**config.mk**
```make
export PLATFORM = sky130hd
export DESIGN_NAME = ers_seq
export DESIGN_NICKNAME = d
export VERILOG_FILES = /design/src/core/ers_pkg.sv /design/src/core/ers_list_mem.sv /design/src/core/ers_seq.sv
export VERILOG_INCLUDE_DIRS = /design/src /design/src/core
export SDC_FILE = /design/constraint.sdc
export NUM_CORES = 1
export LEC_CHECK = 0
export BUFFER_PORTS_ARGS = -buffer_cell sky130_fd_sc_hd__buf_4
export CAP_MARGIN = 20
export CORE_MARGIN = 3
export CORE_UTILIZATION = 60
export CTS_CLUSTER_SIZE = 10
export DETAILED_ROUTE_END_ITERATION = 8
export GPL_ROUTABILITY_DRIVEN = 0
export PLACE_DENSITY = 0.79
export SYNTH_ARGS = -nofsm -noshare
export SYNTH_HDL_FRONTEND = slang
export SYNTH_SLANG_ARGS = --single-unit
```
**constraint.sdc**
```tcl
create_clock -name ref_clk -period 9.3 [get_ports ref_clk]
set_clock_uncertainty 0.15 [all_clocks]
set_input_delay 1.86 -clock ref_clk [delete_from_list [all_inputs] [get_ports ref_clk]]
set_output_delay 1.86 -clock ref_clk [all_outputs]
set_load 0.02 [all_outputs]
```
**src/core/ers_cfg.svh**
```systemverilog
// Purpose: constants of the repeat/reset/synchronous-run command sequencer
// Assumes: 40 MHz ref_clk, command codes given by the terminal front end
// Notes: op codes, field positions and timing counts live here only
// Summary of operation
// - repeat command replays the stored command list for the given pass count.
// - no new command or list entry is taken while a repeat runs.
// - repeat count zero loops over the list forever.
// - break keystroke ends an endless repeat loop.
// - list entries run one at a time in stored order.
// - reset command drives reset to the emulated processor.
// - reset without monitor option holds the processor in reset.
// - reset with monitor option pulses reset, then enters the monitor.
// - monitor-dependent commands are rejected while reset is held.
// - break, run, step or bus execute pulse leave the held reset.
// - stored start address can be set or shown; execute pulse starts there.
// - without a stored address, the program counter at the event is used.
// - execution starts only after execute pulse followed by ready true.
// - every qualifying execute event restarts, not only the first.
// - setting the start address enables measurement bus participation.
// - step count zero steps until break keystroke or emulation break.
`ifndef ERS_CFG_SVH
`define ERS_CFG_SVH
`define ERS_OP_W 4
`define ERS_OP_REG 4'h0
`define ERS_OP_RST 4'h1
`define ERS_OP_RUN 4'h2
`define ERS_OP_STEP 4'h3
`define ERS_OP_BREAK 4'h4
`define ERS_OP_RXSET 4'h5
`define ERS_OP_RXPC 4'h6
`define ERS_OP_RXSHOW 4'h7
`define ERS_OP_REPEAT 4'h8
`define ERS_RST_MON_BIT 0
`define ERS_CLK_NS 25
`define ERS_RST_NS 1000
`define ERS_RST_CYC ((`ERS_RST_NS + `ERS_CLK_NS - 1) / `ERS_CLK_NS)
`define ERS_RST_CNT_W 8
`endif

```
**src/core/ers_pkg.sv**
```systemverilog
// Purpose: shared types of the command sequencer
// Assumes: nothing beyond the cfg header
// Notes: states carry no fixed codes
package ers_pkg;
   typedef enum logic [3:0] {
      S_IDLE, S_FETCH, S_DECODE, S_EXEC, S_WAIT, S_STEP, S_RSTHOLD, S_NEXT
   } ers_state_t;
endpackage : ers_pkg

```
**src/core/ers_list_mem.sv**
```systemverilog
// Purpose: command list storage with registered read data
// Assumes: one write and one read port on ref_clk
// Notes: array has no reset; rdata is valid the cycle after re
`timescale 1ns/1ps
`default_nettype none
module ers_list_mem #(
   parameter int WIDTH = 36,
   parameter int DEPTH = 16,
   parameter int AW = $clog2(DEPTH)
) (
   // clock and reset
   input wire logic ref_clk,
   input wire logic srst,
   // write side
   input wire logic we,
   input wire logic [AW-1:0] waddr,
   input wire logic [WIDTH-1:0] wdata,
   // read side
   input wire logic re,
   input wire logic [AW-1:0] raddr,
   output logic [WIDTH-1:0] rdata
);
   logic [WIDTH-1:0] mem [DEPTH];

   always_ff @(posedge ref_clk) begin
      if (we) begin
         mem[waddr] <= wdata;
      end
   end

   always_ff @(posedge ref_clk) begin
      if (srst) begin
         rdata <= '0;
      end else if (re) begin
         rdata <= mem[raddr];
      end
   end
endmodule : ers_list_mem
`default_nettype wire

```
**src/core/ers_seq.sv**
```systemverilog
// Purpose: repeat, reset and synchronous-run sequencer of the emulator
// Assumes: terminal and core logic on ref_clk; bus pins asynchronous
// Notes: list is loaded first, then a repeat command replays it
`timescale 1ns/1ps
`default_nettype none
`include "ers_cfg.svh"
module ers_seq #(
   parameter int ADDR_W = 32,
   parameter int CNT_W = 16,
   parameter int DEPTH = 16,
   parameter int IDX_W = $clog2(DEPTH)
) (
   // clock and reset
   input wire logic ref_clk,
   input wire logic srst,
   // terminal commands
   input wire logic cmdValid,
   input wire logic [`ERS_OP_W-1:0] cmdOp,
   input wire logic [ADDR_W-1:0] cmdArg,
   output logic cmdReady,
   output logic cmdRejected,
   // command list loading
   input wire logic listClear,
   input wire logic listValid,
   input wire logic [`ERS_OP_W-1:0] listOp,
   input wire logic [ADDR_W-1:0] listArg,
   // operator and emulation breaks
   input wire logic breakKey,
   input wire logic emuBreak,
   // emulation core handshake
   output logic coreValid,
   output logic [`ERS_OP_W-1:0] coreOp,
   output logic [ADDR_W-1:0] coreArg,
   input wire logic coreDone,
   input wire logic [ADDR_W-1:0] progCounter,
   // emulated processor reset
   output logic procReset,
   output logic monitorEnter,
   // start address display
   output logic rxShowValid,
   output logic [ADDR_W-1:0] rxShowAddr,
   output logic rxShowPc,
   // measurement bus
   input wire logic cmbExecute_n,
   input wire logic cmbReady,
   output logic cmbEnabled,
   output logic syncStart,
   output logic [ADDR_W-1:0] syncAddr,
   // repeat status
   output logic repeatBusy,
   output logic repeatDone
);
   localparam int MW = `ERS_OP_W + ADDR_W;
   localparam logic [CNT_W-1:0] CNT_ONE = CNT_W'(1);
   localparam logic [`ERS_RST_CNT_W-1:0] RST_LAST = `ERS_RST_CNT_W'(`ERS_RST_CYC - 1);

   // bus pin synchronisers: [0] feeds only [1]; [1] and [2] must agree
   logic [2:0] execSync, next_execSync;
   logic [2:0] readySync, next_readySync;
   logic execLvl, next_execLvl, execPrev, next_execPrev;
   logic readyLvl, next_readyLvl;
   logic execEdge;

   always_comb begin
      next_execSync = {execSync[1:0], ~cmbExecute_n};
      next_readySync = {readySync[1:0], cmbReady};
      next_execLvl = (execSync[1] == execSync[2]) ? execSync[2] : execLvl;
      next_readyLvl = (readySync[1] == readySync[2]) ? readySync[2] : readyLvl;
      next_execPrev = execLvl;
   end

   always_ff @(posedge ref_clk) begin
      if (srst) begin
         execSync <= '0;
         readySync <= '0;
         execLvl <= 1'b0;
         readyLvl <= 1'b0;
         execPrev <= 1'b0;
      end else begin
         execSync <= next_execSync;
         readySync <= next_readySync;
         execLvl <= next_execLvl;
         readyLvl <= next_readyLvl;
         execPrev <= next_execPrev;
      end
   end

   assign execEdge = execLvl & ~execPrev;

   // sequencer state
   ers_pkg::ers_state_t state, next_state;
   logic [IDX_W-1:0] idx, next_idx;
   logic [IDX_W:0] listLen, next_listLen, lenM1;
   logic [CNT_W-1:0] passLeft, next_passLeft, stepLeft, next_stepLeft;
   logic endless, next_endless, breakSeen, next_breakSeen;
   logic stepEndless, next_stepEndless, stepStop, next_stepStop;
   logic [`ERS_RST_CNT_W-1:0] rstCnt, next_rstCnt;
   logic heldReset, next_heldReset;
   logic [ADDR_W-1:0] rxAddr, next_rxAddr;
   logic rxValid, next_rxValid, armed, next_armed;
   logic next_cmdReady, next_cmdRejected, next_coreValid, next_procReset;
   logic next_monitorEnter, next_rxShowValid, next_rxShowPc, next_cmbEnabled;
   logic next_syncStart, next_repeatBusy, next_repeatDone;
   logic [`ERS_OP_W-1:0] next_coreOp;
   logic [ADDR_W-1:0] next_coreArg, next_rxShowAddr, next_syncAddr;
   logic memWe, memRe;
   logic [MW-1:0] memData;

   // list writes are refused while busy so a running pass never sees an edit
   assign memWe = listValid & cmdReady & ~listClear & (listLen < (IDX_W + 1)'(DEPTH));
   assign memRe = (state == ers_pkg::S_FETCH);
   assign lenM1 = listLen - 1'b1;

   ers_list_mem #(.WIDTH(MW), .DEPTH(DEPTH), .AW(IDX_W)) u_list (
      .ref_clk(ref_clk),
      .srst(srst),
      .we(memWe),
      .waddr(listLen[IDX_W-1:0]),
      .wdata({listOp, listArg}),
      .re(memRe),
      .raddr(idx),
      .rdata(memData)
   );

   always_comb begin
      next_state = state;
      next_idx = idx;
      next_listLen = listLen;
      next_passLeft = passLeft;
      next_endless = endless;
      next_breakSeen = breakSeen;
      next_stepLeft = stepLeft;
      next_stepEndless = stepEndless;
      next_stepStop = stepStop;
      next_rstCnt = rstCnt;
      next_heldReset = heldReset;
      next_rxAddr = rxAddr;
      next_rxValid = rxValid;
      next_armed = armed;
      next_coreOp = coreOp;
      next_coreArg = coreArg;
      next_procReset = procReset;
      next_cmbEnabled = cmbEnabled;
      next_repeatBusy = repeatBusy;
      next_rxShowAddr = rxShowAddr;
      next_rxShowPc = rxShowPc;
      next_syncAddr = syncAddr;
      next_cmdRejected = 1'b0;
      next_coreValid = 1'b0;
      next_monitorEnter = 1'b0;
      next_rxShowValid = 1'b0;
      next_syncStart = 1'b0;
      next_repeatDone = 1'b0;
      if (listClear && cmdReady) begin
         next_listLen = '0;
      end else if (memWe) begin
         next_listLen = listLen + 1'b1;
      end
      if (breakKey && repeatBusy && endless) begin
         next_breakSeen = 1'b1;
      end
      unique case (state)
         ers_pkg::S_IDLE: begin
            if (cmdValid && cmdReady) begin
               if (cmdOp == `ERS_OP_REPEAT) begin
                  if (listLen != '0) begin
                     next_repeatBusy = 1'b1;
                     next_passLeft = cmdArg[CNT_W-1:0];
                     next_endless = (cmdArg[CNT_W-1:0] == '0);
                     next_breakSeen = 1'b0;
                     next_idx = '0;
                     next_state = ers_pkg::S_FETCH;
                  end
               end else begin
                  next_coreOp = cmdOp;
                  next_coreArg = cmdArg;
                  next_state = ers_pkg::S_EXEC;
               end
            end
         end
         ers_pkg::S_FETCH: begin
            next_state = ers_pkg::S_DECODE;
         end
         ers_pkg::S_DECODE: begin
            next_coreOp = memData[MW-1:ADDR_W];
            next_coreArg = memData[ADDR_W-1:0];
            next_state = ers_pkg::S_EXEC;
         end
         ers_pkg::S_EXEC: begin
            next_state = ers_pkg::S_NEXT;
            unique case (coreOp)
               `ERS_OP_REG: begin
                  if (heldReset) begin
                     next_cmdRejected = 1'b1;
                  end else begin
                     next_coreValid = 1'b1;
                     next_state = ers_pkg::S_WAIT;
                  end
               end
               `ERS_OP_RST: begin
                  next_procReset = 1'b1;
                  if (coreArg[`ERS_RST_MON_BIT]) begin
                     next_heldReset = 1'b0;
                     next_rstCnt = RST_LAST;
                     next_state = ers_pkg::S_RSTHOLD;
                  end else begin
                     next_heldReset = 1'b1;
                  end
               end
               `ERS_OP_RUN, `ERS_OP_BREAK: begin
                  next_heldReset = 1'b0;
                  next_procReset = 1'b0;
                  next_coreValid = 1'b1;
                  next_state = ers_pkg::S_WAIT;
               end
               `ERS_OP_STEP: begin
                  next_heldReset = 1'b0;
                  next_procReset = 1'b0;
                  next_stepLeft = coreArg[CNT_W-1:0];
                  next_stepEndless = (coreArg[CNT_W-1:0] == '0);
                  next_stepStop = 1'b0;
                  next_coreValid = 1'b1;
                  next_state = ers_pkg::S_STEP;
               end
               `ERS_OP_RXSET: begin
                  next_rxAddr = coreArg;
                  next_rxValid = 1'b1;
                  next_cmbEnabled = 1'b1;
               end
               `ERS_OP_RXPC: begin
                  next_rxValid = 1'b0;
                  next_cmbEnabled = 1'b1;
               end
               `ERS_OP_RXSHOW: begin
                  next_rxShowValid = 1'b1;
                  next_rxShowAddr = rxAddr;
                  next_rxShowPc = ~rxValid;
               end
               // nested repeat inside a list is not supported and is skipped
               default: begin
               end
            endcase
         end
         ers_pkg::S_WAIT: begin
            if (coreDone) begin
               next_state = ers_pkg::S_NEXT;
            end
         end
         ers_pkg::S_STEP: begin
            // a break is remembered until the step in flight completes
            if (breakKey || emuBreak) begin
               next_stepStop = 1'b1;
            end
            if (coreDone) begin
               if (stepStop || breakKey || emuBreak ||
                   (!stepEndless && stepLeft == CNT_ONE)) begin
                  next_state = ers_pkg::S_NEXT;
               end else begin
                  if (!stepEndless) begin
                     next_stepLeft = stepLeft - CNT_ONE;
                  end
                  next_coreValid = 1'b1;
               end
            end
         end
         ers_pkg::S_RSTHOLD: begin
            if (rstCnt == '0) begin
               next_procReset = 1'b0;
               next_monitorEnter = 1'b1;
               next_state = ers_pkg::S_NEXT;
            end else begin
               next_rstCnt = rstCnt - 1'b1;
            end
         end
         ers_pkg::S_NEXT: begin
            if (!repeatBusy) begin
               next_state = ers_pkg::S_IDLE;
            end else if (endless && (breakSeen || breakKey)) begin
               next_repeatBusy = 1'b0;
               next_repeatDone = 1'b1;
               next_state = ers_pkg::S_IDLE;
            end else if (idx == lenM1[IDX_W-1:0]) begin
               next_idx = '0;
               if (!endless && passLeft == CNT_ONE) begin
                  next_repeatBusy = 1'b0;
                  next_repeatDone = 1'b1;
                  next_state = ers_pkg::S_IDLE;
               end else begin
                  if (!endless) begin
                     next_passLeft = passLeft - CNT_ONE;
                  end
                  next_state = ers_pkg::S_FETCH;
               end
            end else begin
               next_idx = idx + 1'b1;
               next_state = ers_pkg::S_FETCH;
            end
         end
      endcase
      // bus start wins over a reset issued in the same cycle
      if (armed && readyLvl) begin
         next_armed = 1'b0;
         next_syncStart = 1'b1;
         next_syncAddr = rxValid ? rxAddr : progCounter;
         next_heldReset = 1'b0;
         next_procReset = 1'b0;
      end
      if (execEdge && cmbEnabled) begin
         next_armed = 1'b1;
      end
      next_cmdReady = (next_state == ers_pkg::S_IDLE) && !next_repeatBusy;
   end

   always_ff @(posedge ref_clk) begin
      if (srst) begin
         state <= ers_pkg::S_IDLE;
         idx <= '0;
         listLen <= '0;
         passLeft <= '0;
         endless <= 1'b0;
         breakSeen <= 1'b0;
         stepLeft <= '0;
         stepEndless <= 1'b0;
         stepStop <= 1'b0;
         rstCnt <= '0;
         heldReset <= 1'b0;
         rxAddr <= '0;
         rxValid <= 1'b0;
         armed <= 1'b0;
         cmdReady <= 1'b0;
         cmdRejected <= 1'b0;
         coreValid <= 1'b0;
         coreOp <= '0;
         coreArg <= '0;
         procReset <= 1'b0;
         monitorEnter <= 1'b0;
         rxShowValid <= 1'b0;
         rxShowAddr <= '0;
         rxShowPc <= 1'b0;
         cmbEnabled <= 1'b0;
         syncStart <= 1'b0;
         syncAddr <= '0;
         repeatBusy <= 1'b0;
         repeatDone <= 1'b0;
      end else begin
         state <= next_state;
         idx <= next_idx;
         listLen <= next_listLen;
         passLeft <= next_passLeft;
         endless <= next_endless;
         breakSeen <= next_breakSeen;
         stepLeft <= next_stepLeft;
         stepEndless <= next_stepEndless;
         stepStop <= next_stepStop;
         rstCnt <= next_rstCnt;
         heldReset <= next_heldReset;
         rxAddr <= next_rxAddr;
         rxValid <= next_rxValid;
         armed <= next_armed;
         cmdReady <= next_cmdReady;
         cmdRejected <= next_cmdRejected;
         coreValid <= next_coreValid;
         coreOp <= next_coreOp;
         coreArg <= next_coreArg;
         procReset <= next_procReset;
         monitorEnter <= next_monitorEnter;
         rxShowValid <= next_rxShowValid;
         rxShowAddr <= next_rxShowAddr;
         rxShowPc <= next_rxShowPc;
         cmbEnabled <= next_cmbEnabled;
         syncStart <= next_syncStart;
         syncAddr <= next_syncAddr;
         repeatBusy <= next_repeatBusy;
         repeatDone <= next_repeatDone;
      end
   end
endmodule : ers_seq
`default_nettype wire

```
==> out/qor.yml <==
status: "finished, final reports clean"
n_fill_cell: 3318
clkSinkCount: 824
pre_cts_slack_ns: 4.64
root_buffer: "clkbuf_16"
wl_met2_mm: 40.4
ir_drop_v: 0.000156
dieHeight_um: 238
fin_util_pct: 70.6
ys_warn_count: 0
wl_met1_mm: 30.9
grt-ovfl-total: 0
routed_wl_mm: 80.8
ys_types: 77
hold_buffers: 0
fin_cells: 3076
worstSkewPairLatency_ns: 0.65
powerDensity_nw_per_um2: 223
endpoint_kind: "flop"
worstHoldPathType: "flop to flop"
syn_area_per_cell_um2: 15.2
final_nets: 2481
layout_setup_ws_ns: 5.23
setup_viol: 0
route.met3.wl_mm: 6.81
drive_above_1_share_pct: 25.0
worst_pin_slew_ns: 1.11
via_per_inst: 6.46
antenna_left: 0
hold_viol: 0
p_total_mw: 8.35
grt_max_degree: 101
min_period_ns: 4.07
dr.pass1.iters: 7
max_freq_ghz: 0.246
synthCells: 2127
synthFlopType: "edfxtp_1"
core_area_um2: 53000
start_kind: "input pin"
worst_path_largest_cell_delay_ns: 0.90
intPower_mw: 6.24
crit_required_ns: 9.72
synth_edf_count: 576
pwr-share-clk_pct: 38.3
slowest_stage: "nor4b_1"
cts_max_level: 3
synth_seq_cells: 824
port_buffers: 224
grt_pass1_vias: 20000
min_period_over_period_pct: 43.7
die_w_um: 238
drtIter0Drc: 2112
swShare_pct: 25.2
path_clk_slew_ns: 0.06
p_seq_share_pct: 51.0
arrival_ns: 4.49
netlist_area_um2: 32400
rows: 84
drc: 0
synthArstFlopShare_pct: 0
io_pins: 225
seq_area_frac_synth_pct: 68.8
vias: 19900
crit_fanout: 14
grt_usage_pct: 28.6
p_leak_nw: 12.3
maxSlewHeadroom_pct: 26.3
area_growth_pct: 15.6
cts_buffers: 93
regArea_um2: 22300
power_frac_comb_pct: 10.7
tns_ns: 0
maxCapViolations: 0
cts_tree: "yes"
clk_path_buf_depth: 3
post_drt_wl_per_cell_um: 26.3
grt_setup_unrepaired: "no"
postSynthNetCount: 2251
postCtsSetupRepairBufs: 0
antenna_found_initial: 1
worstSetupPathType: "input pin to flop"
multiInputGateArea_um2: 9500
worstPathCellList: "buf_4 -> nor4b_1 -> nor4b_4 -> nor2_1 -> nor3_2 -> a32oi_1 -> o21ai_0"
ctsResizeCount: 0
top_layer_used: "met4"
initial_utilization_pct: 61.1
switching_power_mw: 2.11
dp.cells: 2947
slew_violations: 0
die-area_um2: 56800
dpl.hpwl_mm: 47.2
grt_first_pass_wirelength_mm: 122
[cell usage after synthesis, drive strengths merged (4+ instances only)]
master | n | share of area (%)
edfxtp | 576 | 53
nand2 | 257 | 3.0
dfxtp | 248 | 15
mux4 | 180 | 13
nor2 | 123 | 1.4
a21oi | 121 | 1.9
o21ai | 98 | 1.5
clkbuf | 92 | 1.1
mux2i | 68 | 2.1
inv | 51 | 0.59
a211oi | 43 | 1.0
buf | 36 | 0.56
nor3 | 31 | 0.53
nand3 | 21 | 0.38
nor4 | 21 | 0.43
xnor2 | 12 | 0.32
nor2b | 11 | 0.21
ha | 10 | 0.39
nand4 | 10 | 0.19
and3 | 7 | 0.14
nand2b | 7 | 0.16
nor4b | 7 | 0.27
or3 | 7 | 0.17
xor2 | 7 | 0.19
o31ai | 6 | 0.15
a22oi | 5 | 0.12
a31oi | 5 | 0.097
nor3b | 5 | 0.12
a31o | 4 | 0.11
a32oi | 4 | 0.11
o211ai | 4 | 0.093
o311ai | 4 | 0.13
[cell usage in the layout (no fill, tap or decap), types with 4 or more instances in the layout]
cell,n
o211ai_1,4
clkbuf_16,94
nor4b_1,4
nand3_1,19
a211oi_1,43
o21ai_0,97
and3_1,7
or3_1,5
nand2_1,257
xor2_1,7
a32oi_1,4
buf_4,261
a21oi_1,120
nor2b_1,11
xnor2_1,12
nor3_1,24
nor4_1,20
mux2i_1,68
clkbuf_1,23
mux4_2,180
o31ai_1,5
ha_1,10
nor3b_1,5
nor2_1,109
a22oi_1,5
edfxtp_1,576
dfxtp_1,243
nand2b_1,6
inv_1,51
nor3_2,6
a31o_2,4
nor2_4,12
a31oi_1,5
nand4_1,10
[stage by stage]
step	hold slack, ns	instance area (µm²)
3_3_place_gp	0.284	34800
4_1_cts	0.305	37300
3_5_place_dp	0.293	34800
2_1_floorplan	0.264	32400
6_report	0.301	37400
5_1_grt	0.324	37400
[cell families (layout without fill, tap and decap cells)]
kind of cell	Yosys count	after routing	share of synthesized area, %
DFF	824	824	68.8
and+or+nand+nor	521	521	7.36
AOI/OAI and AO/OA	324	324	5.98
muxes	249	249	14.7
buffers and inverters	179	439	2.22
xor gates and xnor gates	20	20	0.588
adders and majority gates	10	10	0.387
other	0	1	0
[state kept, by name (all words and copies together), names as in the netlist, 4 cells and up]
name	flops
rxAddr	32
rxShowAddr	32
stepLeft	16
rstCnt	8
syncAddr	32
u_list.rdata	36
coreOp	4
passLeft	16
idx	4
state	4
u_list.mem	576
listLen	5
coreArg	32
[power by group through the flow]
stage               sequential, mW  combinational [mW]  clock, mW
floorplan                     4.31               0.481          0
global placement              4.32               0.842          0
detailed placement            4.32               0.877          0
CTS                           4.25               0.886       3.24
global route                  4.27               0.963       3.37
finish                        4.26               0.893       3.19
[worst max-delay path, delay by kind of cell]
family	cells	cell delay (ns)
buffers and inverters	1	0.12
AND/OR/NAND/NOR	4	2.20
AO/OA/AOI/OAI	2	0.31
[layout make-up]
type | count | share of cell area [%]
Sequential cell | 824 | 59.6
Timing Repair Buffer | 263 | 5.35
Tap cell | 688 | 2.30
Clock buffer | 118 | 6.56
Inverter | 51 | 0.512
Antenna cell | 1 | 0.00669
Clock inverter | 7 | 0.291
Multi-Input combinational cell | 1124 | 25.4
[metal layers]
metal / track usage, % / vias to the layer above
li1: - / 8586
met5: 0 / -
met3: 5.65 / 221
met1: 38.5 / 9941
met2: 47.5 / 1129
met4: 9.73 / 0
[path summary, 6_finish.rpt]
kind	startpoint	endpoint	slack [ns]	depth (start not counted)
setup reg to reg	idx[0]	u_list.rdata[31]	5.32	6
hold / removal	syncAddr[18]	syncAddr[18]	0.30	2
hold reg to reg	syncAddr[18]	syncAddr[18]	0.30	2
setup / recovery	cmdOp[2]	passLeft[7]	5.23	7
Note: power is estimated with default switching activity, not from simulation.
